File: config.mk
export PLATFORM = sky130hd
export DESIGN_NAME = mfra_arbiter
export DESIGN_NICKNAME = d
export VERILOG_FILES = /design/src/verilog/mfra_pkg.sv /design/src/verilog/mfra_tag_map.sv /design/src/verilog/mfra_arbiter.sv
export VERILOG_INCLUDE_DIRS = /design/src /design/src/verilog
export SDC_FILE = /design/constraint.sdc
export NUM_CORES = 1
export LEC_CHECK = 0
export ABC_AREA = 1
export BUFFER_PORTS_ARGS = -buffer_cell sky130_fd_sc_hd__buf_2
export CAP_MARGIN = 20
export CELL_PAD_IN_SITES_DETAIL_PLACEMENT = 1
export CELL_PAD_IN_SITES_GLOBAL_PLACEMENT = 1
export CORE_MARGIN = 2
export CORE_UTILIZATION = 44
export DETAILED_ROUTE_END_ITERATION = 8
export HOLD_SLACK_MARGIN = 0.02
export PLACE_DENSITY = 0.85
export SLEW_MARGIN = 15
export SYNTH_ARGS = -nofsm -noshare
export SYNTH_HDL_FRONTEND = slang
export SYNTH_HIERARCHICAL = 1
export SYNTH_SLANG_ARGS = --single-unit
File: constraint.sdc
create_clock -name ref_clk -period 13.7 [get_ports ref_clk]
set_clock_uncertainty 0.15 [all_clocks]
set_input_delay 2.055 -clock ref_clk [delete_from_list [all_inputs] [get_ports ref_clk]]
set_output_delay 2.055 -clock ref_clk [all_outputs]
set_load 0.02 [all_outputs]
File: src/verilog/mfra_params.svh
// Offsets, field positions, reset values and sizes of the multifunction request arbiter.
`ifndef MFRA_PARAMS_SVH
`define MFRA_PARAMS_SVH
`define MFRA_OFS_STATUS 5'h00
`define MFRA_OFS_COMMAND 5'h04
`define MFRA_OFS_FNENABLE 5'h08
`define MFRA_OFS_FNNUMBER 5'h0C
`define MFRA_OFS_OUTCOUNT 5'h10
`define MFRA_CMD_RATE_LSB 0
`define MFRA_CMD_RATE_MSB 2
`define MFRA_CMD_SIDEBAND_BIT 8
`define MFRA_CMD_ENABLE_BIT 9
`define MFRA_CMD_DEPTH_LSB 24
`define MFRA_CMD_DEPTH_MSB 31
`define MFRA_CMD_RESET 32'h0000_0001
`define MFRA_FNEN_RESET 4'hF
`define MFRA_FNNUM_RESET 9'h0D1
`define MFRA_FN0_MAX 6'h08
`define MFRA_FN1_MAX 6'h04
`define MFRA_FN2_MAX 6'h04
`define MFRA_FN3_MAX 6'h04
`define MFRA_NUM_FN 4
`define MFRA_NUM_TAGS 32
`define MFRA_TAG_W 5
`endif

File: src/verilog/mfra_pkg.sv
// Types shared by the multifunction request arbiter files.
package mfra_pkg;
    typedef enum logic [1:0] {MFRA_BUS_IDLE = 2'b01, MFRA_BUS_RESP = 2'b10} mfra_bus_state_t;
    typedef logic [1:0] mfra_fn_idx_t;
    typedef logic [4:0] mfra_tag_t;
endpackage

File: src/verilog/mfra_tag_map.sv
// Small memory that remembers which function owns each outstanding request tag.
`timescale 1ns/10ps
`include "mfra_params.svh"
module mfra_tag_map
    import mfra_pkg::*;
(
    // Clock and enable.
    input wire logic ref_clk,
    input wire logic clkEn,
    // Write side, used when a request is granted.
    input wire logic wrEn,
    input wire mfra_tag_t wrTag,
    input wire mfra_fn_idx_t wrFn,
    // Read side, used when a completion arrives.
    input wire mfra_tag_t rdTag,
    output mfra_fn_idx_t rdFn_reg
);
    mfra_fn_idx_t mem [`MFRA_NUM_TAGS];

    // Read data come from a register so the lookup lands one cycle after the completion.
    always_ff @(posedge ref_clk)
    begin
        if (clkEn)
        begin
            if (wrEn)
                mem[wrTag] <= wrFn;
            rdFn_reg <= mem[rdTag];
        end
    end
endmodule

File: src/verilog/mfra_arbiter.sv
// Multifunction request arbiter: shared request front end for several port functions.
`timescale 1ns/10ps
`include "mfra_params.svh"
// Contract
// - While the shared enable bit 9 of the command register is zero no new request is presented.
// - That one enable gates every function, and per-function enables live in their own register.
// - Functions other than function 0 may carry any number from 1 to 7, not necessarily in order.
// - An internal arbiter picks the next request from any function and one common path issues it.
// - Toward the corelogic the master looks like one agent with one request stream.
// - Completions are accepted in any order, matched by tag rather than by issue sequence.
// - The design is free of deadlock, balancing slots so one function cannot starve another.
// - Outstanding requests over all functions never exceed the programmed queue depth.
// - All functions share one rate and one request path, which cannot change while enabled.
// - The advertised outstanding maximum equals the sum of every function's own maximum.
module mfra_arbiter
    import mfra_pkg::*;
(
    // Clock, clock enable and asynchronous active-low reset.
    input wire logic ref_clk,
    input wire logic clkEn,
    input wire logic reset_n,
    // Avalon-MM register slave.
    input wire logic [4:0] avs_address,
    input wire logic avs_read,
    input wire logic avs_write,
    input wire logic [31:0] avs_writedata,
    input wire logic [3:0] avs_byteenable,
    output logic [31:0] avs_readdata,
    output logic avs_waitrequest,
    // Request side of the internal functions.
    input wire logic [3:0] fnReqValid,
    input wire logic [3:0][31:0] fnReqAddr,
    input wire logic [3:0] fnReqRead,
    output logic [3:0] fnReqReady,
    input wire logic [3:0] fnBufFull,
    // Completions handed back to the functions.
    output logic [3:0] cplFnValid,
    output mfra_tag_t cplFnTag,
    // Common request path toward the corelogic.
    output logic reqValid,
    output logic [31:0] reqAddr,
    output logic reqRead,
    output mfra_tag_t reqTag,
    input wire logic reqReady,
    input wire logic cplValid,
    input wire mfra_tag_t cplTag,
    output logic readBufFull_n,
    // Shared transfer mode.
    output logic [2:0] rateSel,
    output logic sidebandSel
);
    // Byte-lane merge used by every writable register.
    function automatic logic [31:0] mergeBytes(input logic [31:0] old, input logic [31:0] wd,
                                               input logic [3:0] be);
        logic [31:0] res;
        res = old;
        for (int b = 0; b < 4; b++)
            if (be[b])
                res[b*8 +: 8] = wd[b*8 +: 8];
        return res;
    endfunction

    // Per-function slot quota.
    function automatic logic [5:0] fnMax(input int idx);
        case (idx)
            0: fnMax = `MFRA_FN0_MAX;
            1: fnMax = `MFRA_FN1_MAX;
            2: fnMax = `MFRA_FN2_MAX;
            default: fnMax = `MFRA_FN3_MAX;
        endcase
    endfunction

    // Round-robin pick: the first eligible function after the last one granted.
    function automatic logic [3:0] rrPick(input logic [3:0] elig, input mfra_fn_idx_t last);
        logic [3:0] res;
        mfra_fn_idx_t idx;
        res = 4'h0;
        for (int k = 4; k > 0; k--)
        begin
            idx = last + 2'(k);
            if (elig[idx])
                res = 4'h0 | (4'h1 << idx);
        end
        return res;
    endfunction

    // The advertised maximum is the sum of the quotas; the tag pool is sized to cover it.
    localparam logic [7:0] ADV_MAX = 8'(`MFRA_FN0_MAX + `MFRA_FN1_MAX + `MFRA_FN2_MAX
                                        + `MFRA_FN3_MAX);

    // Reset release through two flip-flops.
    logic rstSync1, rstN;
    always_ff @(posedge ref_clk or negedge reset_n)
    begin
        if (!reset_n)
        begin
            rstSync1 <= 1'b0;
            rstN <= 1'b0;
        end
        else
        begin
            rstSync1 <= 1'b1;
            rstN <= rstSync1;
        end
    end

    // Register file and bus slave state.
    mfra_bus_state_t bus_reg, bus_next;
    logic [31:0] cmd_reg, cmd_next, rd_reg, rd_next;
    logic [3:0] fnEn_reg, fnEn_next;
    logic [8:0] fnNum_reg, fnNum_next;
    logic [5:0] outCount_reg;
    logic portEnable;
    logic [8:0] depth;
    logic [31:0] wm;
    assign portEnable = cmd_reg[`MFRA_CMD_ENABLE_BIT];
    assign depth = {1'b0, cmd_reg[`MFRA_CMD_DEPTH_MSB:`MFRA_CMD_DEPTH_LSB]} + 9'h001;
    assign rateSel = cmd_reg[`MFRA_CMD_RATE_MSB:`MFRA_CMD_RATE_LSB];
    assign sidebandSel = cmd_reg[`MFRA_CMD_SIDEBAND_BIT];
    assign avs_readdata = rd_reg;
    // Waitrequest drops only in the answer cycle, and never while the block is frozen.
    assign avs_waitrequest = (avs_read | avs_write) & ~(bus_reg == MFRA_BUS_RESP & clkEn);

    // Bus decode: read data are captured in the idle cycle, writes land in the answer cycle.
    always_comb
    begin
        bus_next = bus_reg;
        cmd_next = cmd_reg;
        fnEn_next = fnEn_reg;
        fnNum_next = fnNum_reg;
        rd_next = rd_reg;
        wm = 32'h0000_0000;
        case (bus_reg)
            MFRA_BUS_IDLE:
            begin
                if (avs_read | avs_write)
                    bus_next = MFRA_BUS_RESP;
                case (avs_address)
                    `MFRA_OFS_STATUS: rd_next = {24'h00_0000, ADV_MAX};
                    `MFRA_OFS_COMMAND: rd_next = cmd_reg;
                    `MFRA_OFS_FNENABLE: rd_next = {28'h000_0000, fnEn_reg};
                    `MFRA_OFS_FNNUMBER: rd_next = {23'h00_0000, fnNum_reg};
                    `MFRA_OFS_OUTCOUNT: rd_next = {26'h000_0000, outCount_reg};
                    default: rd_next = 32'h0000_0000;
                endcase
            end
            MFRA_BUS_RESP:
            begin
                bus_next = MFRA_BUS_IDLE;
                if (avs_write)
                begin
                    case (avs_address)
                        `MFRA_OFS_COMMAND:
                        begin
                            wm = mergeBytes(cmd_reg, avs_writedata, avs_byteenable);
                            cmd_next = wm;
                            // Rate and path are frozen while the port is enabled.
                            if (portEnable)
                            begin
                                cmd_next[`MFRA_CMD_RATE_MSB:`MFRA_CMD_RATE_LSB] = rateSel;
                                cmd_next[`MFRA_CMD_SIDEBAND_BIT] = sidebandSel;
                            end
                        end
                        `MFRA_OFS_FNENABLE:
                        begin
                            wm = mergeBytes({28'h000_0000, fnEn_reg}, avs_writedata,
                                            avs_byteenable);
                            fnEn_next = wm[3:0];
                        end
                        `MFRA_OFS_FNNUMBER:
                        begin
                            wm = mergeBytes({23'h00_0000, fnNum_reg}, avs_writedata,
                                            avs_byteenable);
                            // A number of zero is refused: only function 0 may hold it.
                            for (int s = 0; s < 3; s++)
                                if (wm[s*3 +: 3] != 3'h0)
                                    fnNum_next[s*3 +: 3] = wm[s*3 +: 3];
                        end
                        default: wm = 32'h0000_0000;
                    endcase
                end
            end
            default: bus_next = MFRA_BUS_IDLE;
        endcase
    end

    // Bus register stage.
    always_ff @(posedge ref_clk or negedge rstN)
    begin
        if (!rstN)
        begin
            bus_reg <= MFRA_BUS_IDLE;
            cmd_reg <= `MFRA_CMD_RESET;
            fnEn_reg <= `MFRA_FNEN_RESET;
            fnNum_reg <= `MFRA_FNNUM_RESET;
            rd_reg <= 32'h0000_0000;
        end
        else if (clkEn)
        begin
            bus_reg <= bus_next;
            cmd_reg <= cmd_next;
            fnEn_reg <= fnEn_next;
            fnNum_reg <= fnNum_next;
            rd_reg <= rd_next;
        end
    end

    // Arbiter and tracking state.
    logic [31:0] inUse_reg, inUse_next;
    logic [5:0] outCount_next;
    logic [3:0][5:0] fnCount_reg, fnCount_next;
    mfra_fn_idx_t last_reg, last_next;
    logic reqValid_next, reqRead_next, cplPend_reg, cplPend_next, rbf_next;
    logic [31:0] reqAddr_next;
    mfra_tag_t reqTag_next, freeTag, cplFnTag_next, cplTagD;
    logic [3:0] elig, grant, cplFnValid_next;
    logic freeAvail, stageFree, canIssue, cplOk;
    mfra_fn_idx_t grantIdx, lookFn;

    // Completion owner lookup, one cycle behind the completion.
    mfra_tag_map tagMap (
        .ref_clk(ref_clk),
        .clkEn(clkEn),
        .wrEn(|grant),
        .wrTag(freeTag),
        .wrFn(grantIdx),
        .rdTag(cplTag),
        .rdFn_reg(lookFn)
    );

    // Pick a free tag, gate eligibility, and grant one function per cycle.
    always_comb
    begin
        freeTag = 5'h00;
        freeAvail = 1'b0;
        for (int t = `MFRA_NUM_TAGS - 1; t >= 0; t--)
            if (!inUse_reg[t])
            begin
                freeTag = 5'(t);
                freeAvail = 1'b1;
            end
        // A function at its own quota waits, so it cannot crowd out the others.
        for (int f = 0; f < `MFRA_NUM_FN; f++)
            elig[f] = fnReqValid[f] & fnEn_reg[f] & (fnCount_reg[f] < fnMax(f));
        stageFree = ~reqValid | reqReady;
        canIssue = portEnable & stageFree & freeAvail & ({3'h0, outCount_reg} < depth);
        grant = canIssue ? rrPick(elig, last_reg) : 4'h0;
        grantIdx = 2'h0;
        for (int f = 0; f < `MFRA_NUM_FN; f++)
            if (grant[f])
                grantIdx = 2'(f);
        cplOk = cplValid & inUse_reg[cplTag];
        inUse_next = inUse_reg;
        if (cplOk)
            inUse_next[cplTag] = 1'b0;
        if (|grant)
            inUse_next[freeTag] = 1'b1;
        outCount_next = outCount_reg + 6'(|grant) - 6'(cplOk);
        fnCount_next = fnCount_reg;
        if (|grant)
            fnCount_next[grantIdx] = fnCount_next[grantIdx] + 6'h01;
        if (cplPend_reg)
            fnCount_next[lookFn] = fnCount_next[lookFn] - 6'h01;
        last_next = (|grant) ? grantIdx : last_reg;
        // One common stage presents the winner, whichever function it came from.
        reqValid_next = (|grant) | (reqValid & ~reqReady);
        reqAddr_next = (|grant) ? fnReqAddr[grantIdx] : reqAddr;
        reqRead_next = (|grant) ? fnReqRead[grantIdx] : reqRead;
        reqTag_next = (|grant) ? freeTag : reqTag;
        cplPend_next = cplOk;
        cplFnValid_next = cplPend_reg ? (4'h1 << lookFn) : 4'h0;
        cplFnTag_next = cplPend_reg ? cplTagD : cplFnTag;
        // Throttle read return only while a full function still has data due.
        rbf_next = 1'b1;
        for (int f = 0; f < `MFRA_NUM_FN; f++)
            if (fnBufFull[f] && fnCount_reg[f] != 6'h00)
                rbf_next = 1'b0;
    end
    // A frozen block grants nothing, so no function believes its request was taken.
    assign fnReqReady = clkEn ? grant : 4'h0;

    // Arbiter register stage.
    always_ff @(posedge ref_clk or negedge rstN)
    begin
        if (!rstN)
        begin
            inUse_reg <= 32'h0000_0000;
            outCount_reg <= 6'h00;
            fnCount_reg <= '0;
            last_reg <= 2'h3;
            reqValid <= 1'b0;
            reqAddr <= 32'h0000_0000;
            reqRead <= 1'b0;
            reqTag <= 5'h00;
            cplPend_reg <= 1'b0;
            cplTagD <= 5'h00;
            cplFnValid <= 4'h0;
            cplFnTag <= 5'h00;
            readBufFull_n <= 1'b1;
        end
        else if (clkEn)
        begin
            inUse_reg <= inUse_next;
            outCount_reg <= outCount_next;
            fnCount_reg <= fnCount_next;
            last_reg <= last_next;
            reqValid <= reqValid_next;
            reqAddr <= reqAddr_next;
            reqRead <= reqRead_next;
            reqTag <= reqTag_next;
            cplPend_reg <= cplPend_next;
            cplTagD <= cplTag;
            cplFnValid <= cplFnValid_next;
            cplFnTag <= cplFnTag_next;
            readBufFull_n <= rbf_next;
        end
    end

    // Checks on the arbiter.
    enable_gate_a: assert property (@(posedge ref_clk) disable iff (!rstN)
        !portEnable && !reqValid |=> !reqValid)
        else $error("New request presented while the port is disabled.");
    depth_limit_a: assert property (@(posedge ref_clk) disable iff (!rstN)
        outCount_reg > $past(outCount_reg) |-> {3'h0, outCount_reg} <= $past(depth))
        else $error("Outstanding count above programmed depth.");
    grant_onehot_a: assert property (@(posedge ref_clk) disable iff (!rstN)
        $onehot0(grant) && (grant & ~fnEn_reg) == 4'h0)
        else $error("Grant not one-hot or given to a disabled function.");
    rr_advance_a: assert property (@(posedge ref_clk) disable iff (!rstN)
        clkEn && |grant && !grant[last_reg] |=> last_reg != $past(last_reg))
        else $error("Round-robin pointer did not move after a grant.");
    stage_hold_a: assert property (@(posedge ref_clk) disable iff (!rstN)
        reqValid && !reqReady |=> reqValid && $stable(reqTag) && $stable(reqAddr))
        else $error("Presented request changed before acceptance.");
    tag_fresh_a: assert property (@(posedge ref_clk) disable iff (!rstN)
        clkEn && |grant |-> !inUse_reg[freeTag] ##1 inUse_reg[reqTag])
        else $error("Granted tag was already in use.");
    quota_a: assert property (@(posedge ref_clk) disable iff (!rstN)
        fnCount_reg[0] <= `MFRA_FN0_MAX && fnCount_reg[1] <= `MFRA_FN1_MAX)
        else $error("Function exceeded its slot quota.");
    rate_lock_a: assert property (@(posedge ref_clk) disable iff (!rstN)
        portEnable && $past(portEnable) |-> $stable(rateSel) && $stable(sidebandSel))
        else $error("Rate or path changed while enabled.");
    fn_number_a: assert property (@(posedge ref_clk) disable iff (!rstN)
        fnNum_reg[2:0] != 3'h0 && fnNum_reg[5:3] != 3'h0 && fnNum_reg[8:6] != 3'h0)
        else $error("Secondary function numbered zero.");
endmodule

==> flow_metrics.py, run 1 <==
metrics = {
    "yosys": {
        "synth_edf_count": 66,
        "synthFlopType": "dfrtp_1",
        "synth_warnings": 6,
        "synth-seq-area-share_pct": 47.20,
        "syn_area_per_cell_um2": 7.909,
        "synth_seq_cells": 266,
        "synth_cell_types": 57,
        "dominant_cells_by_area_after_synthesis": "dfrtp_1, nand2_1, edfxtp_1",
        "yosys_top_cell_area_share_pct": 31.54,
        "mappedNetlistNets": 2087,
        "postSynth.asyncResetShare_pct": 75.19,
        "synth.largest_area_cell": "dfrtp_1",
        "syn-instance-count": 1876,
        "synth_area_um2": 14840,
    },
    "cts": {
        "htree_levels": 1,
        "cts_resized": 0,
        "clkSlewWorstSetupHoldPaths_ps": 60,
        "postCtsSetupRepairBufs": 0,
        "cts_hold_buffers": 0,
        "cts_tree": "done",
        "clock_sinks": 266,
        "number_of_buffers_added_by_the_clock_tree_synthesis_step": 30,
        "worst_skew_late_latency_ps": 590,
        "clock_tree_root": "clkbuf_16",
        "max-clock-path-buffers": 3,
    },
    "finish": {
        "share_of_layout_cells_above_drive_strength_1_pct": 20.34,
        "largest_register_ff_count": 64,
        "final_common_cell": "nand2_1",
        "syn2layout_area_growth_pct": 18.57,
        "max_flop_register": "tagMap/mem",
        "design.final.nets": 2340,
        "mostFrequentLayoutCells": "nand2_1, buf_2, nand3_1",
    },
    "sta": {
        "maxSlewViolCount": 0,
        "max_slew_headroom_pct": 27.49,
        "holdWs_ps": 214.6,
        "finalWorstPathRequiredPeriod_ps": 6236,
        "max_freq_mhz": 160.4,
        "finalSetupViolCount": 0,
        "final_hold_viol_count": 0,
        "tns_ps": 0,
        "grt_setup_unrepaired": "no",
        "finalWorstSetupSlack_ps": 7464,
        "layout_worst_path_cycle_share_pct": 45.52,
        "worst_slew_pin_slew_ps": 1085,
    },
    "setup_path": {
        "worst-path-max-fanout": 48,
        "criticalPathCategory": "in -> reg",
        "crit_path_end_kind": "register",
        "required_ps": 13980,
        "timing.rr.end": "reqAddr[30]$_DFFE_PN0P_",
        "reg2reg_setup_slack_ps": 8020,
        "worst_ep_arrival_time_ps": 6520,
        "worstRegToRegCells": 21,
        "timing.critical_path.from_type": "input port",
        "crit_reg_reg_startpoint": "cmd_reg[24]$_DFFE_PN0P_",
    },
    "floorplan": {
        "initial_core_util_pct": 44.47,
        "fp.dieW_um": 187.6,
        "ios": 283,
        "dieArea_um2": 35210,
        "core_area_um2": 33360,
        "rows": 67,
        "floorplan.die.height_um": 187.6,
    },
    "detailed_routing": {
        "drc": 0,
        "finalWirelength_mm": 54.02,
        "ant_nets": 0,
        "met2RoutedLength_mm": 26.94,
        "routed-wl-met3_mm": 3.308,
        "wl_per_cell_um": 20.75,
        "via_count": 14856,
        "met1_length_mm": 21.96,
        "detailedRoute.firstIterationViolations": 958,
        "viasPerCell": 5.705,
        "dr.max_layer_used": "met5",
        "detailed_routing_iterations_pass_1": 6,
    },
    "status": {
        "outcome": "complete, no violations",
    },
    "global_route": {
        "gr_usage_total_pct": 30.51,
        "via_count_of_the_first_global_routing_pass": 15796,
        "pin_count_of_the_biggest_net_entering_global_routing": 80,
        "global_route.overflow_total": 0,
        "grt_antenna_before_repair": 3,
        "grt_first_pass_wirelength_mm": 86.46,
    },
    "placed_design": {
        "routabilityCongestion": 0.9270,
        "numPortBuffers": 282,
        "dpl_worst_slack_ps": 6867,
        "hpwl_mm": 38.19,
    },
    "worst_hold_path": {
        "worstHoldPathCells": 0,
        "holdCritStartpoint": "rstSync1$_DFF_PN0_",
        "hold-path-endpoint": "rstN$_DFF_PN0_",
        "min-delay-path-class": "reg -> reg",
    },
    "run": {
        "maxCapViolations": 0,
    },
    "pwr": {
        "p_leak_nw": 8.735,
        "power-per-cell-area_nw_per_um2": 116.8,
        "peakVddDrop_uv": 89.08,
    },
}
## synth_stat cells, types with 17 or more instances
library cell and n:
nand2_1 552, nand3_1 193, dfrtp_1 187, nor2_1 181
inv_1 165, o21ai_0 123, edfxtp_1 66, clkbuf_1 50
a22o_1 38, nand4_1 37, a21oi_1 21, o311ai_0 20
nand2_2 19, nor3_1 19, ha_1 17
## how the worst max path moves through the flow
stage               slack [ps]      startpoint                     endpoint
global placement          7250   fnReqValid[0]      reqAddr[18]$_DFFE_PN0P_
CTS                       7480   fnReqValid[0]      reqAddr[30]$_DFFE_PN0P_
finish                    7460   fnReqValid[0]      reqAddr[30]$_DFFE_PN0P_
global route              7040   fnReqValid[1]      reqAddr[10]$_DFFE_PN0P_
floorplan                 7590  rstN$_DFF_PN0_  avs_readdata[0]$_DFFE_PN0P_
detailed placement        6870   fnReqValid[0]      reqAddr[30]$_DFFE_PN0P_
## per-stage QoR
| stage | total power, mW | instances | instance area [um2] | utilization, % |
|---|---|---|---|---|
| 6_report | 2.054 | 2604 | 17590 | 52.73 |
| 5_1_grt | 2.142 | 2601 | 17590 | 52.71 |
| 3_3_place_gp | 1.216 | 2544 | 16540 | 49.57 |
| 4_1_cts | 2.063 | 2600 | 17560 | 52.63 |
| 2_1_floorplan | 1.104 | 1876 | 14840 | - |
| 3_5_place_dp | 1.229 | 2544 | 16540 | 49.57 |
## critical path, cell delays in order
cell	delay (ps)
buf_2	110
nand2_1	50
inv_1	70
nand4_1	130
nand3_1	200
nand2_2	130
nand2_1	90
inv_1	40
nand2_1	50
nand2_1	50
nand2_1	120
nand2_4	290
nand2_4	500
nor2_2	80
inv_1	70
nor2_1	90
nor2_4	800
nand2_1	850
o311ai_0	670
## report_power, final
part           switching [mW]  internal, mW
clock                   0.352         0.483
combinational           0.225         0.115
sequential             0.0348         0.844
total                   0.612          1.44
## metal layers
layer / track usage [%] / up-vias
met5: 0 / -
met4: 9.752 / 4
met3: 4.192 / 121
met2: 53.73 / 532
met1: 38.77 / 7393
li1: - / 6806
## layout make-up
type / count / area (um2)
clock inverter: 18 / 197.7
timing repair buffer: 298 / 1551
inverter: 178 / 678.2
multi-input combinational: 1355 / 6770
clock buffer: 38 / 820.8
fill: 4248 / 15770
tap: 448 / 560.5
antenna: 3 / 7.507
sequential: 266 / 7007
## logic make-up (layout without fill, tap and decap cells)
| group | Yosys count | after routing | share of synthesized area [%] |
|---|---|---|---|
| AND/OR/NAND/NOR | 1037 | 1037 | 30.06 |
| AO/OA/AOI/OAI | 280 | 280 | 12.49 |
| flip-flops | 266 | 266 | 47.20 |
| buffers and inverters | 255 | 532 | 7.328 |
| adder cells (fa/ha/maj) | 18 | 18 | 1.568 |
| multiplexers | 13 | 13 | 0.9782 |
| XOR/XNOR | 6 | 6 | 0.3542 |
| other | 1 | 4 | 0.02527 |
Power figures use the tool's default switching activity.
==> run 2, diff against run 1 <==
Settings changed: CORE_UTILIZATION 44 to 37, PLACE_DENSITY 0.85 to 0.76.
Clock period 13.7 ns to 5.1 ns, I/O delays scaled along.
==> run 2 against run 1 <==
Net effect: hold slack lost 17 ps; first-iteration DRC count increased by 1.4%; worst setup slack worse by 7000 ps; count of clock-buffer cells in the layout is 2 higher; global-route usage shrank 5.1 points; sequential power rose to 2.7 times the previous value; via count down 1.3%; routed wire length is 1.6% lower; die area rose by 18%; critical endpoint is now fnCount_reg[20]$_DFFE_PN0P_.
==> flow_metrics.py, run 2 (synthesis gave the netlist of run 1 again) <==
metrics = {
    "detailed_routing": {
        "wl_per_cell_um": 19.73,
        "via_count": 14669,
        "ant_nets": 0,
        "viasPerCell": 5.441,
        "detailedRoute.firstIterationViolations": 971,
        "detailed_routing_iterations_pass_1": 5,
        "finalWirelength_mm": 53.18,
        "drc": 0,
    },
    "finish": {
        "largest_register_ff_count": 64,
        "area.sequential_um2": 7007,
        "number_of_standard_cells_in_the_final_layout_excluding_fillers": 2696,
        "n_fill_cell": 4944,
        "design.final.nets": 2357,
        "utilization_pct": 45.06,
        "multi_input_combinational_cell_area_um2": 6808,
        "diodes": 0,
        "share_of_layout_cells_above_drive_strength_1_pct": 20.96,
        "final_common_cell": "nand2_1",
        "max_flop_register": "tagMap/mem",
        "final_cell_area_um2": 17860,
        "mostFrequentLayoutCells": "nand2_1, buf_2, nand3_1",
        "syn2layout_area_growth_pct": 20.39,
    },
    "setup_path": {
        "worst-path-max-fanout": 6,
        "criticalPathCategory": "reg -> reg",
        "worst_ep_arrival_time_ps": 4960,
        "cp_common_cell": "nand2_1",
        "reg2reg_setup_slack_ps": 430,
        "timing.rr.end": "fnCount_reg[20]$_DFFE_PN0P_",
        "required_ps": 5390,
        "max_incr_delay_on_cp_ps": 560,
        "timing.critical_path.from_type": "register",
        "timing.critical_path.slowest_stage_cell": "a21oi_1",
        "crit_path_end_kind": "register",
        "worstRegToRegCells": 25,
        "crit_reg_reg_startpoint": "cmd_reg[24]$_DFFE_PN0P_",
    },
    "sta": {
        "layout_worst_path_cycle_share_pct": 91.52,
        "finalWorstPathRequiredPeriod_ps": 4668,
        "worst_slew_pin_slew_ps": 1020,
        "maxSlewViolCount": 0,
        "max_slew_headroom_pct": 31.37,
        "tns_ps": 0,
        "finalSetupViolCount": 0,
        "max_freq_mhz": 214.2,
        "holdWs_ps": 197.2,
        "finalWorstSetupSlack_ps": 432.3,
        "final_hold_viol_count": 0,
        "grt_setup_unrepaired": "no",
    },
    "pwr": {
        "p_leak_nw": 8.785,
        "power-per-cell-area_nw_per_um2": 311.6,
        "totalPowerFinal_mw": 5.566,
        "peakVddDrop_uv": 257.8,
    },
    "global_route": {
        "global_route.overflow_total": 0,
        "grt_antenna_before_repair": 0,
        "grt_first_pass_wirelength_mm": 83.97,
        "gr_usage_total_pct": 25.44,
        "pin_count_of_the_biggest_net_entering_global_routing": 95,
        "via_count_of_the_first_global_routing_pass": 15262,
    },
    "cts": {
        "worst_skew_late_latency_ps": 590,
        "htree_levels": 1,
        "cts_tree": "done",
        "clock_sinks": 266,
        "clock_tree_root": "clkbuf_16",
        "max-clock-path-buffers": 3,
        "clkSlewWorstSetupHoldPaths_ps": 60,
        "number_of_buffers_added_by_the_clock_tree_synthesis_step": 31,
        "postCtsSetupRepairBufs": 0,
    },
    "floorplan": {
        "core_area_um2": 39640,
        "ios": 283,
        "dieArea_um2": 41720,
        "floorplan.die.height_um": 204.3,
        "rows": 73,
        "fp.dieW_um": 204.3,
        "initial_core_util_pct": 37.43,
    },
    "placed_design": {
        "numPortBuffers": 282,
        "postPlaceCellArea_um2": 16760,
        "dpl.cell_count": 2637,
        "hpwl_mm": 38.55,
        "dpl_worst_slack_ps": 194.8,
        "routabilityCongestion": 0.9500,
    },
    "run": {
        "maxCapViolations": 0,
    },
    "status": {
        "outcome": "complete, no violations",
    },
    "worst_hold_path": {
        "min-delay-path-class": "reg -> async",
    },
}
run 2: final cells by class:
class	count	area share, %
sequential	266	39.22
multi-input combinational	1355	38.11
timing repair buffer	314	9.372
clock buffer	40	4.763
inverter	178	3.817
tap	525	3.677
clock inverter	18	1.037
run 2: worst max-delay path, delay by kind of cell (launching register included):
| kind | cells | cell delay [ps] |
|---|---|---|
| DFF | 1 | 420 |
| adders and majority gates | 3 | 760 |
| and+or+nand+nor | 15 | 1810 |
| xor gates and xnor gates | 1 | 170 |
| AOI/OAI and AO/OA | 3 | 780 |
| buffers and inverters | 3 | 460 |
run 2: layer usage:
layer  vias up  GRT usage (%)  share of wire (%)
li1       6832              -                  -
met3       108          3.444                5.2
met1      7294          33.41                 43
met2       435          43.15                 49
met4         0          8.540                3.0
met5         -              0                  0
run 2: worst max path at each step:
stage	from	to	slack, ps	depth (start not counted)
2_1_floorplan	cmd_reg[24]$_DFFE_PN0P_	outCount_reg[5]$_DFFE_PN0P_	1190	31
3_3_place_gp	cmd_reg[24]$_DFFE_PN0P_	outCount_reg[5]$_DFFE_PN0P_	500	30
3_5_place_dp	cmd_reg[24]$_DFFE_PN0P_	outCount_reg[5]$_DFFE_PN0P_	190	30
4_1_cts	cmd_reg[24]$_DFFE_PN0P_	outCount_reg[5]$_DFFE_PN0P_	160	30
5_1_grt	cmd_reg[25]$_DFFE_PN0P_	fnCount_reg[16]$_DFFE_PN0P_	20	31
6_report	cmd_reg[24]$_DFFE_PN0P_	fnCount_reg[20]$_DFFE_PN0P_	430	25
run 2: power breakdown:
group | internal, mW | switching (mW) | total [mW]
combinational | 0.316 | 0.621 | 0.937
clock | 1.33 | 0.949 | 2.28
sequential | 2.27 | 0.0803 | 2.35
total | 3.92 | 1.65 | 5.57
run 2: repair_timing:
| item | 4_1_cts | 5_1_grt |
|---|---|---|
| endpoints found under the setup margin | 0 | 18 |
| hold buffers | 1 | 0 |
| gates resized for setup | 0 | 10 |
| endpoints found under the hold margin | 2 | 0 |
